### config.mk
export PLATFORM = sky130hd
export DESIGN_NAME = enhanced_dma
export DESIGN_NICKNAME = d
export VERILOG_FILES = /design/src/hdl/enhanced_dma.v
export VERILOG_INCLUDE_DIRS = /design/src /design/src/hdl
export SDC_FILE = /design/constraint.sdc
export NUM_CORES = 2
export LEC_CHECK = 0
export BUFFER_PORTS_ARGS = -buffer_cell sky130_fd_sc_hd__buf_4
export CORE_MARGIN = 5
export CORE_UTILIZATION = 41
export CTS_CLUSTER_DIAMETER = 150
export DETAILED_ROUTE_END_ITERATION = 10
export GPL_TIMING_DRIVEN = 1
export SYNTH_ARGS = -nofsm -noshare
export SYNTH_HDL_FRONTEND = slang
export SYNTH_SLANG_ARGS = --single-unit
### constraint.sdc
create_clock -name clk_i -period 6.1 [get_ports clk_i]
set_input_delay 1.22 -clock clk_i [delete_from_list [all_inputs] [get_ports clk_i]]
set_output_delay 1.22 -clock clk_i [all_outputs]
set_load 0.005 [all_outputs]
### src/hdl/enhanced_dma_map.vh
// register offsets, field positions and constants of the four-channel dma
`ifndef ENHANCED_DMA_MAP_VH
`define ENHANCED_DMA_MAP_VH
// channel register index within a channel window (addr[2:0])
`define REG_CTRL 3'h0
`define REG_SRC 3'h1
`define REG_DST 3'h2
`define REG_CNT 3'h3
`define REG_MATCH 3'h4
`define REG_STATUS 3'h5
// global registers (addr[5] set)
`define REG_MODE 6'h20
`define REG_PRIO 6'h21
// control field positions
`define CTL_EN 0
`define CTL_B2 1
`define CTL_REP 2
`define CTL_TRIG 3
`define CTL_SINC 5
`define CTL_DINC 6
`define CTL_SRL 7
`define CTL_DRL 9
`define CTL_LINK 11
`define CTL_CRC 12
`define CTL_MATCH 13
`define CTL_DIE 14
`define CTL_EIE 15
// status field positions
`define ST_BUSY 0
`define ST_DONE 1
`define ST_ERR 2
`define ST_HIT 3
`define ST_SWTRIG 4
// trigger sources
`define TRIG_SW 2'h0
`define TRIG_PER 2'h1
`define TRIG_EVT 2'h2
// reload points
`define RL_NONE 2'h0
`define RL_BURST 2'h1
`define RL_BLOCK 2'h2
`define RL_TRANS 2'h3
// block of 64KB when count field is zero
`define BLOCK_MAX 17'h10000
// read-only eeprom window
`define EE_BASE 16'h1000
`define EE_END 16'h13ff
`endif

### src/hdl/enhanced_dma.v
// four-channel dma engine with register port, read and write masters
`include "enhanced_dma_map.vh"
`default_nettype none
module enhanced_dma (
  input wire clk_i,
  input wire reset_i,
  input wire [5:0] reg_addr_i,
  input wire [15:0] reg_wdata_i,
  input wire reg_wr_i,
  input wire reg_rd_i,
  output reg [15:0] reg_rdata_o,
  input wire [3:0] per_req_i,
  input wire [3:0] event_i,
  output wire rd_req_o,
  output reg [15:0] rd_addr_o,
  input wire rd_ack_i,
  input wire [7:0] rd_data_i,
  output wire wr_valid_o,
  output wire [15:0] wr_addr_o,
  output wire [7:0] wr_data_o,
  input wire wr_ready_i,
  output reg crc_valid_o,
  output reg [7:0] crc_data_o,
  output wire [3:0] irq_o
);
  localparam S_IDLE = 2'h0;
  localparam S_RD = 2'h1;
  localparam S_PUSH = 2'h2;
  ////////////////////////////////////////////////////////////////////////
  // channel state
  reg [15:0] ctrl [0:3];
  reg [15:0] src_start [0:3];
  reg [15:0] dst_start [0:3];
  reg [15:0] cnt [0:3];
  reg [15:0] src_cur [0:3];
  reg [15:0] dst_cur [0:3];
  reg [7:0] match [0:3];
  reg [16:0] remain [0:3];
  reg [3:0] go;
  reg [3:0] rep_used;
  reg [3:0] done_f;
  reg [3:0] err_f;
  reg [3:0] hit_f;
  reg [1:0] mode;
  reg [7:0] prio;
  reg [3:0] req_m;
  reg [3:0] req_s;
  reg [3:0] ev_m;
  reg [3:0] ev_s;
  reg [3:0] ev_d;
  reg [1:0] state;
  reg [1:0] ach;
  reg bcnt;
  reg first_ok;
  reg [7:0] data_q;
  // write buffer
  reg [23:0] fifo [0:1];
  reg wp;
  reg rp;
  reg [1:0] fcnt;
  ////////////////////////////////////////////////////////////////////////
  // selection among channels
  wire [3:0] elig;
  wire [3:0] busy;
  genvar g;
  generate
    for (g = 0; g < 4; g = g + 1) begin : chan
      // odd channel of a combined pair is absorbed by its even partner
      wire absorbed = (g % 2 == 1) && mode[g / 2];
      wire [1:0] trig = ctrl[g][`CTL_TRIG+1:`CTL_TRIG];
      assign elig[g] = ctrl[g][`CTL_EN] && go[g] && !absorbed &&
        (trig != `TRIG_PER || req_s[g]);
      assign busy[g] = go[g] || (state != S_IDLE && ach == g);
      assign irq_o[g] = (done_f[g] && ctrl[g][`CTL_DIE]) ||
        (err_f[g] && ctrl[g][`CTL_EIE]);
    end
  endgenerate

  reg [1:0] pick;
  reg found;
  reg [1:0] bestp;
  integer i;
  always @* begin
    pick = 2'h0;
    found = 1'b0;
    bestp = 2'h0;
    for (i = 0; i < 4; i = i + 1) begin
      // ties go to the lower channel number
      if (elig[i] && (!found || prio[i*2+:2] > bestp)) begin
        found = 1'b1;
        bestp = prio[i*2+:2];
        pick = i[1:0];
      end
    end
  end
  ////////////////////////////////////////////////////////////////////////
  // per-byte bookkeeping of the active channel
  wire [15:0] actl = ctrl[ach];
  wire std = mode[ach[1]];
  wire b2 = actl[`CTL_B2];
  wire last_b = !b2 || bcnt;
  wire blk_end = (remain[ach] == 17'h1);
  wire again = actl[`CTL_REP] && !rep_used[ach];
  wire [7:0] cmp = (std && bcnt) ? match[{ach[1], 1'b1}] : match[ach];
  // standard pairs with two-byte bursts search a 16-bit value, all others a byte
  wire same = (data_q == cmp);
  wire hit_now = actl[`CTL_MATCH] && same &&
    (!std || !b2 || (bcnt && first_ok));
  wire tr_end = (blk_end && !again) || hit_now;
  wire [1:0] srl = actl[`CTL_SRL+1:`CTL_SRL];
  wire [1:0] drl = actl[`CTL_DRL+1:`CTL_DRL];
  wire src_rl = (srl == `RL_BURST && last_b) ||
    (srl == `RL_BLOCK && blk_end) || (srl == `RL_TRANS && tr_end);
  wire dst_rl = (drl == `RL_BURST && last_b) ||
    (drl == `RL_BLOCK && blk_end) || (drl == `RL_TRANS && tr_end);
  wire [15:0] src_nx = actl[`CTL_SINC] ? src_cur[ach] + 16'h1 :
    src_cur[ach];
  wire [15:0] dst_nx = actl[`CTL_DINC] ? dst_cur[ach] + 16'h1 :
    dst_cur[ach];
  wire push = (state == S_PUSH) && (fcnt != 2'h2);
  wire pop = wr_valid_o && wr_ready_i;
  wire [1:0] nxt = ach + 2'h1;
  // second byte of a burst may step into the eeprom window
  wire dst_two = ctrl[pick][`CTL_B2] && ctrl[pick][`CTL_DINC];
  wire [15:0] dst_hi = dst_cur[pick] + {15'h0, dst_two};
  wire ee_dst = (dst_hi >= `EE_BASE) && (dst_cur[pick] <= `EE_END);

  // bus decode
  wire [1:0] wch = reg_addr_i[4:3];
  wire [2:0] wrg = reg_addr_i[2:0];
  wire chw = reg_wr_i && !reg_addr_i[5];
  wire [16:0] cnt_w = (reg_wdata_i == 16'h0) ? `BLOCK_MAX :
    {1'b0, reg_wdata_i};
  wire [16:0] cnt_nx = (cnt[nxt] == 16'h0) ? `BLOCK_MAX : {1'b0, cnt[nxt]};
  wire [16:0] cnt_a = (cnt[ach] == 16'h0) ? `BLOCK_MAX : {1'b0, cnt[ach]};
  ////////////////////////////////////////////////////////////////////////
  // input synchronisers
  always @(posedge clk_i) begin
    if (reset_i) begin
      req_m <= 4'h0;
      req_s <= 4'h0;
      ev_m <= 4'h0;
      ev_s <= 4'h0;
      ev_d <= 4'h0;
    end else begin
      req_m <= per_req_i;
      req_s <= req_m;
      ev_m <= event_i;
      ev_s <= ev_m;
      ev_d <= ev_s;
    end
  end
  ////////////////////////////////////////////////////////////////////////
  // registers and engine; engine updates follow bus writes so engine updates win
  integer k;
  always @(posedge clk_i) begin
    if (reset_i) begin
      for (k = 0; k < 4; k = k + 1) begin
        ctrl[k] <= 16'h0;
        src_start[k] <= 16'h0;
        dst_start[k] <= 16'h0;
        cnt[k] <= 16'h0;
        src_cur[k] <= 16'h0;
        dst_cur[k] <= 16'h0;
        match[k] <= 8'h0;
        remain[k] <= 17'h0;
      end
      go <= 4'h0;
      rep_used <= 4'h0;
      done_f <= 4'h0;
      err_f <= 4'h0;
      hit_f <= 4'h0;
      mode <= 2'h0;
      prio <= 8'h0;
      state <= S_IDLE;
      ach <= 2'h0;
      bcnt <= 1'b0;
      first_ok <= 1'b0;
      data_q <= 8'h0;
      rd_addr_o <= 16'h0;
      crc_valid_o <= 1'b0;
      crc_data_o <= 8'h0;
    end else begin
      crc_valid_o <= 1'b0;
      for (k = 0; k < 4; k = k + 1) begin
        if (ev_s[k] && !ev_d[k] && ctrl[k][`CTL_EN] &&
            ctrl[k][`CTL_TRIG+1:`CTL_TRIG] == `TRIG_EVT) begin
          go[k] <= 1'b1;
        end
      end
      if (reg_wr_i && reg_addr_i == `REG_MODE) begin
        mode <= reg_wdata_i[1:0];
      end else if (reg_wr_i && reg_addr_i == `REG_PRIO) begin
        prio <= reg_wdata_i[7:0];
      end else if (chw && wrg == `REG_CTRL) begin
        ctrl[wch] <= reg_wdata_i;
        src_cur[wch] <= src_start[wch];
        dst_cur[wch] <= dst_start[wch];
        remain[wch] <= (cnt[wch] == 16'h0) ? `BLOCK_MAX : {1'b0, cnt[wch]};
        rep_used[wch] <= 1'b0;
        go[wch] <= reg_wdata_i[`CTL_EN] &&
          reg_wdata_i[`CTL_TRIG+1:`CTL_TRIG] == `TRIG_PER;
      end else if (chw && wrg == `REG_SRC) begin
        src_start[wch] <= reg_wdata_i;
        src_cur[wch] <= reg_wdata_i;
      end else if (chw && wrg == `REG_DST) begin
        dst_start[wch] <= reg_wdata_i;
        dst_cur[wch] <= reg_wdata_i;
      end else if (chw && wrg == `REG_CNT) begin
        cnt[wch] <= reg_wdata_i;
        remain[wch] <= cnt_w;
      end else if (chw && wrg == `REG_MATCH) begin
        match[wch] <= reg_wdata_i[7:0];
      end else if (chw && wrg == `REG_STATUS) begin
        if (reg_wdata_i[`ST_DONE]) done_f[wch] <= 1'b0;
        if (reg_wdata_i[`ST_ERR]) err_f[wch] <= 1'b0;
        if (reg_wdata_i[`ST_HIT]) hit_f[wch] <= 1'b0;
        if (reg_wdata_i[`ST_SWTRIG] && ctrl[wch][`CTL_EN]) begin
          go[wch] <= 1'b1;
        end
      end
      case (state)
        S_IDLE: begin
          if (found) begin
            ach <= pick;
            bcnt <= 1'b0;
            first_ok <= 1'b0;
            if (ee_dst) begin
              // eeprom destination is refused before any byte of the burst moves
              err_f[pick] <= 1'b1;
              go[pick] <= 1'b0;
              ctrl[pick][`CTL_EN] <= 1'b0;
            end else begin
              rd_addr_o <= src_cur[pick];
              state <= S_RD;
            end
          end
        end
        S_RD: begin
          // wait on the read master for whatever latency memory has
          if (rd_ack_i) begin
            data_q <= rd_data_i;
            state <= S_PUSH;
          end
        end
        S_PUSH: begin
          if (push) begin
            crc_valid_o <= actl[`CTL_CRC];
            crc_data_o <= data_q;
            first_ok <= same;
            bcnt <= !bcnt;
            src_cur[ach] <= src_rl ? src_start[ach] : src_nx;
            dst_cur[ach] <= dst_rl ? dst_start[ach] : dst_nx;
            if (tr_end) begin
              remain[ach] <= 17'h0;
              go[ach] <= 1'b0;
              ctrl[ach][`CTL_EN] <= 1'b0;
              done_f[ach] <= 1'b1;
              if (hit_now) hit_f[ach] <= 1'b1;
              if (actl[`CTL_LINK]) begin
                // next channel takes over; software refills this one
                ctrl[nxt][`CTL_EN] <= 1'b1;
                go[nxt] <= 1'b1;
                src_cur[nxt] <= src_start[nxt];
                dst_cur[nxt] <= dst_start[nxt];
                remain[nxt] <= cnt_nx;
                rep_used[nxt] <= 1'b0;
              end
              state <= S_IDLE;
            end else begin
              if (blk_end) begin
                remain[ach] <= cnt_a;
                rep_used[ach] <= 1'b1;
              end else begin
                remain[ach] <= remain[ach] - 17'h1;
              end
              if (last_b) begin
                // sw and event runs keep going; periph waits for request
                state <= S_IDLE;
              end else begin
                // second byte of a burst keeps the bus, no rearbitration
                rd_addr_o <= src_rl ? src_start[ach] : src_nx;
                state <= S_RD;
              end
            end
          end
        end
        default: state <= S_IDLE;
      endcase
    end
  end

  assign rd_req_o = (state == S_RD);

  ////////////////////////////////////////////////////////////////////////
  // two-entry buffer toward the write master
  always @(posedge clk_i) begin
    if (reset_i) begin
      fifo[0] <= 24'h0;
      fifo[1] <= 24'h0;
      wp <= 1'b0;
      rp <= 1'b0;
      fcnt <= 2'h0;
    end else begin
      if (push) begin
        fifo[wp] <= {dst_cur[ach], data_q};
        wp <= !wp;
      end
      if (pop) rp <= !rp;
      if (push && !pop) fcnt <= fcnt + 2'h1;
      else if (pop && !push) fcnt <= fcnt - 2'h1;
    end
  end

  assign wr_valid_o = (fcnt != 2'h0);
  assign wr_addr_o = fifo[rp][23:8];
  assign wr_data_o = fifo[rp][7:0];
  ////////////////////////////////////////////////////////////////////////
  // register read port
  wire [1:0] rch = reg_addr_i[4:3];
  always @(posedge clk_i) begin
    if (reset_i || !reg_rd_i) begin
      reg_rdata_o <= 16'h0;
    end else if (reg_addr_i == `REG_MODE) begin
      reg_rdata_o <= {14'h0, mode};
    end else if (reg_addr_i == `REG_PRIO) begin
      reg_rdata_o <= {8'h0, prio};
    end else if (reg_addr_i[5]) begin
      reg_rdata_o <= 16'h0;
    end else if (reg_addr_i[2:0] == `REG_CTRL) begin
      reg_rdata_o <= ctrl[rch];
    end else if (reg_addr_i[2:0] == `REG_SRC) begin
      reg_rdata_o <= src_cur[rch];
    end else if (reg_addr_i[2:0] == `REG_DST) begin
      reg_rdata_o <= dst_cur[rch];
    end else if (reg_addr_i[2:0] == `REG_CNT) begin
      reg_rdata_o <= remain[rch][15:0];
    end else if (reg_addr_i[2:0] == `REG_MATCH) begin
      reg_rdata_o <= {8'h0, match[rch]};
    end else if (reg_addr_i[2:0] == `REG_STATUS) begin
      reg_rdata_o <= {12'h0, hit_f[rch], err_f[rch], done_f[rch],
        busy[rch]};
    end else begin
      reg_rdata_o <= 16'h0;
    end
  end
endmodule
`default_nettype wire

==> results.txt <==
- From bottom edge to top edge, the die measures 315 µm.
- Average cell area after synthesis: 11.3 µm²
* R2r setup slk: approximately 0.26 ns
- In this run the power density over the cells is between 200 and 250 mW/mm².
* Horiz. Die Dim: 315 µm
* Number of enable-type register cells in the synthesized netlist: 528
* Max VDD drop: around 0.17 mV
- Summed over all layers, the global routing overflow is 0.
- Buffers placed on the I/O ports in this run total ~110.
- Dpl hpwl: 95700 µm
* Min Tclk post-route: 5.84 ns
* Critical Path AT: 6.38 ns
- Path category of the worst min-delay check: reg2reg
- Power comes to 10.6 mW.
* Final net count: approximately 3500
- The run finished with clean final reports.
- The number of global-route vias before repair was 29264.
- # Max-Cap Violations: 0
* Largest area contributor in the netlist: sky130_fd_sc_hd__edfxtp_1
- Required time at the worst-slack endpoint: 6.64 ns
- Number of sinks handled by clock tree synthesis: 644
- Fraction of the cycle the final worst path needs: around 96%
- For the worst flop-to-flop path, the logic depth is 26.
- The first detailed-routing pass ran for 6 iterations.
- Summed over all cells, the static leakage comes to 15.6 nW.
- Dominant cell by count in the synthesized netlist: sky130_fd_sc_hd__edfxtp_1
- Clock tree from TritonCTS: built
- Before CTS, the worst setup slack after placement is -0.0143 ns.
- Critical Path End: rd_addr_o[9]
- Dominant synthesized flop cell: sky130_fd_sc_hd__edfxtp_1
- After technology mapping, the gate count stands at roughly 3400.
* Clock-pin slew on the worst setup and hold paths: ~0.060 ns
* Hold Fails Final Rpt: 0
- Worst setup path category: reg2reg
* Antenna-violating nets left: 0
- Root buffer cell: sky130_fd_sc_hd__clkbuf_16
- Based on the critical path, the design can be clocked at up to 0.171 GHz.
- The worst register-to-register path ends at rd_addr_o[9].
- Using the TritonRoute via totals, the vias-per-cell ratio works out to between 6 and 7.
- Setup repair after global routing left no endpoint under its margin.
* Area grow syn2layout: 12.8%
* Setup crit start kind: register
- After detailed routing, the number of remaining DRC violations is 0.
* Pin count of the biggest net entering global routing: 59
- In the synthesized netlist, the cells that appear most often are sky130_fd_sc_hd__edfxtp_1, sky130_fd_sc_hd__nor2_1, sky130_fd_sc_hd__a21oi_1, sky130_fd_sc_hd__nand2_1, sky130_fd_sc_hd__mux4_2.
* Post-synthesis cell type count: 93
- The cell area that synthesis handed to floorplanning was 0.0382 mm².
- 115 I/O pins were placed.
- After routing, the total negative slack on setup checks comes to 0 ns.
* Count of hold-fix buffers inserted at cts: 0
* Clock latency of the later-clocked register in the worst-skew pair: 0.65 ns
- The total area inside the core boundary comes to about 0.093 mm².
* Ranking of synthesized cells by area: sky130_fd_sc_hd__edfxtp_1, sky130_fd_sc_hd__mux4_2, sky130_fd_sc_hd__dfxtp_1
- Logic pwr share: 9.3%
- The most critical setup path has its startpoint at ctrl[0][4].
- Cell depth of the worst min-delay path: 1
* Origin of the critical flop-to-flop path: ctrl[0][4]
- Share of total power in the clock network: 42.9%
- The floorplan step defined a die boundary enclosing around 0.099 mm².
* NetSw: 2.69 mW
- Row generation in the floorplan step produced 112 rows.
* # H-tree levels: 3
- When the netlist entered floorplanning its net count stood at about 3400.
- Setup-violating endpoint count in the final report: 0
- Number of synthesized register bits: 644
- Area of all placed cells without fillers: roughly 0.043 mm²
- Global-route wire length before repair: roughly 210000 µm
- In this run the biggest area consumer among cell types represents 41.5% of the synthesized area.
- After synthesis, flip-flops and latches occupy 47.6% of the total area.
- Total wire length: 143000 µm
* Power share of the sequential group: 47.7%
* Endpoint class of the critical path: register
* Number of vias in the routed layout: 30788
* Largest buffer count on any clock path: 3
- On the final layout, the worst hold slack is 0.438 ns.
- For this block, the initial DRC count from the detailed router was approximately 4700.
- TritonCTS created 76 clock buffers.
* Total global-route track usage: ~28%
- For the pin with the worst max-slew slack, the measured transition is between 1 and 1.5 ns.
* Slack of the critical path: approximately 0.26 ns
- Fin Clk Skew: 0.0268 ns
- Average wire per standard cell: 30.3 µm
- Async set-or-reset flop fraction in the synthesized netlist: 0%
- Effective utilization at floorplan: roughly 40%
- Of all nets on the critical path, the largest fanout is 24.
* Fraction of layout cells with a size suffix above 1: 21.4%
- Yosys printed 0 warnings.
- Net switching is 25.4% of the power.
- Placement-stage cell area: approximately 0.04 mm²
* Internal power: between 7 and 8 mW
- Worst max-slew margin expressed relative to the limit: 23.6%
* Global placer's final weighted congestion: 0.988
* Final Max Tran Viols: 0
- The initial antenna violation count is 14.
[how the worst min path moves through the flow]
stage | slack, ns | endpoint | from
detailed placement | 0.43 | req_s[3] | req_m[3]
global placement | 0.43 | ev_s[3] | ev_m[3]
finish | 0.44 | req_s[3] | req_m[3]
floorplan | 0.41 | ev_s[0] | ev_m[0]
CTS | 0.45 | ev_s[3] | ev_m[3]
global route | 0.46 | ev_s[3] | ev_m[3]
[layer usage]
| metal | track usage [%] | vias to the layer above | part of all wire (%) |
|---|---|---|---|
| met3 | 8.24 | 367 | 13 |
| li1 | - | 13020 | - |
| met2 | 42.4 | 2166 | 44 |
| met5 | 0 | - | 0.056 |
| met1 | 38.5 | 15225 | 38 |
| met4 | 11.0 | 10 | 4.5 |
[cells by family after synthesis]
group | count (synthesis) | synth area share [%]
AO/OA/AOI/OAI | 714 | 11.8
XOR/XNOR | 55 | 1.26
adder cells (fa/ha/maj) | 20 | 0.655
buffers and inverters | 343 | 3.95
flip-flops | 644 | 47.6
multiplexers | 406 | 20.0
AND/OR/NAND/NOR | 1188 | 14.7
[through the flow]
step	std cells	utilization, %
final	4730	46.3
after CTS	4719	46.3
after floorplan	3370	-
after global routing	4724	46.3
after detailed placement	4578	43.6
after global placement	4578	43.6
[repair_timing]
| item | CTS | global route |
|---|---|---|
| endpoints found under the setup margin | 6 | 24 |
| setup buffers | 0 | 3 |
| gates resized for setup | 3 | 6 |
| pin swaps | 0 | 3 |
| gates cloned | 0 | 2 |
| endpoints found under the hold margin | 0 | 0 |
[state kept, by name, summed over array words and instances, names as in the netlist, 8 cells and up, named ones only]
signal / flops
src_start: 64
remain: 68
dst_start: 64
reg_rdata_o: 16
crc_data_o: 8
dst_cur: 64
prio: 8
match: 32
src_cur: 64
ctrl: 64
rd_addr_o: 16
cnt: 64
data_q: 8
fifo: 48
[power by group through the flow]
| stage | Clock (mW) | Combinational, mW | Sequential [mW] |
|---|---|---|---|
| after floorplan | 0 | 0.573 | 5.09 |
| after CTS | 4.60 | 0.963 | 5.06 |
| final | 4.56 | 0.988 | 5.06 |
| after global routing | 4.79 | 1.02 | 5.08 |
| after global placement | 0 | 0.954 | 5.14 |
| after detailed placement | 0 | 0.958 | 5.15 |
[critical path: stages (launching register included)]
cell	delay, ns
sky130_fd_sc_hd__edfxtp_1	0.38
sky130_fd_sc_hd__or3b_4	0.41
sky130_fd_sc_hd__and2_4	0.17
sky130_fd_sc_hd__nand2_2	0.09
sky130_fd_sc_hd__ha_4	0.20
sky130_fd_sc_hd__nor2b_1	0.12
sky130_fd_sc_hd__o21ai_1	0.17
sky130_fd_sc_hd__a21o_1	0.18
sky130_fd_sc_hd__mux2_4	0.33
sky130_fd_sc_hd__ha_4	0.27
sky130_fd_sc_hd__nor2b_4	0.14
sky130_fd_sc_hd__o21ai_2	0.08
sky130_fd_sc_hd__a21o_1	0.18
sky130_fd_sc_hd__nand2_1	0.06
sky130_fd_sc_hd__o21ai_1	0.06
sky130_fd_sc_hd__ha_1	0.30
sky130_fd_sc_hd__nor2b_1	0.14
sky130_fd_sc_hd__o21ai_2	0.17
sky130_fd_sc_hd__nor2_2	0.07
sky130_fd_sc_hd__or2_4	0.25
sky130_fd_sc_hd__buf_4	0.24
sky130_fd_sc_hd__a2111oi_1	0.35
sky130_fd_sc_hd__nor2_1	0.14
sky130_fd_sc_hd__nor4_4	0.36
sky130_fd_sc_hd__o21ai_4	0.17
sky130_fd_sc_hd__a32o_4	0.42
sky130_fd_sc_hd__a32o_1	0.27
[area by class of cell]
cell class / instances / area, µm²
Antenna cell: 6 / 15.0
Clock buffer: 107 / 2150
Clock inverter: 34 / 325
Fill cell: 8494 / 49800
Inverter: 59 / 221
Multi-Input combinational cell: 2385 / 18700
Sequential cell: 644 / 18200
Tap cell: 1254 / 1570
Timing Repair Buffer: 241 / 1840
[cell usage in the layout (no fill, tap or decap), types with 8 or more instances in the layout]
cell type	count
sky130_fd_sc_hd__a21oi_1	293
sky130_fd_sc_hd__a222oi_1	17
sky130_fd_sc_hd__a22oi_1	22
sky130_fd_sc_hd__a31oi_1	47
sky130_fd_sc_hd__a32o_1	25
sky130_fd_sc_hd__and2_1	42
sky130_fd_sc_hd__and3_1	160
sky130_fd_sc_hd__buf_4	237
sky130_fd_sc_hd__clkbuf_1	22
sky130_fd_sc_hd__clkbuf_16	80
sky130_fd_sc_hd__clkinv_2	14
sky130_fd_sc_hd__dfxtp_1	113
sky130_fd_sc_hd__edfxtp_1	528
sky130_fd_sc_hd__ha_1	16
sky130_fd_sc_hd__inv_1	58
sky130_fd_sc_hd__mux2_2	47
sky130_fd_sc_hd__mux2i_1	78
sky130_fd_sc_hd__mux4_1	11
sky130_fd_sc_hd__mux4_2	263
sky130_fd_sc_hd__nand2_1	266
sky130_fd_sc_hd__nand2b_1	8
sky130_fd_sc_hd__nand3_1	74
sky130_fd_sc_hd__nand4_1	15
sky130_fd_sc_hd__nor2_1	434
sky130_fd_sc_hd__nor2b_1	34
sky130_fd_sc_hd__nor3_1	41
sky130_fd_sc_hd__nor3b_1	11
sky130_fd_sc_hd__nor4_1	21
sky130_fd_sc_hd__o211ai_1	14
sky130_fd_sc_hd__o21a_1	21
sky130_fd_sc_hd__o21ai_0	90
sky130_fd_sc_hd__o21ai_1	21
sky130_fd_sc_hd__o21ai_2	12
sky130_fd_sc_hd__o221ai_1	15
sky130_fd_sc_hd__o22a_1	17
sky130_fd_sc_hd__o22ai_1	25
sky130_fd_sc_hd__o2bb2ai_1	13
sky130_fd_sc_hd__or3_1	13
sky130_fd_sc_hd__xnor2_1	30
sky130_fd_sc_hd__xor2_1	25
No activity file was read; power rests on OpenSTA's default activity.
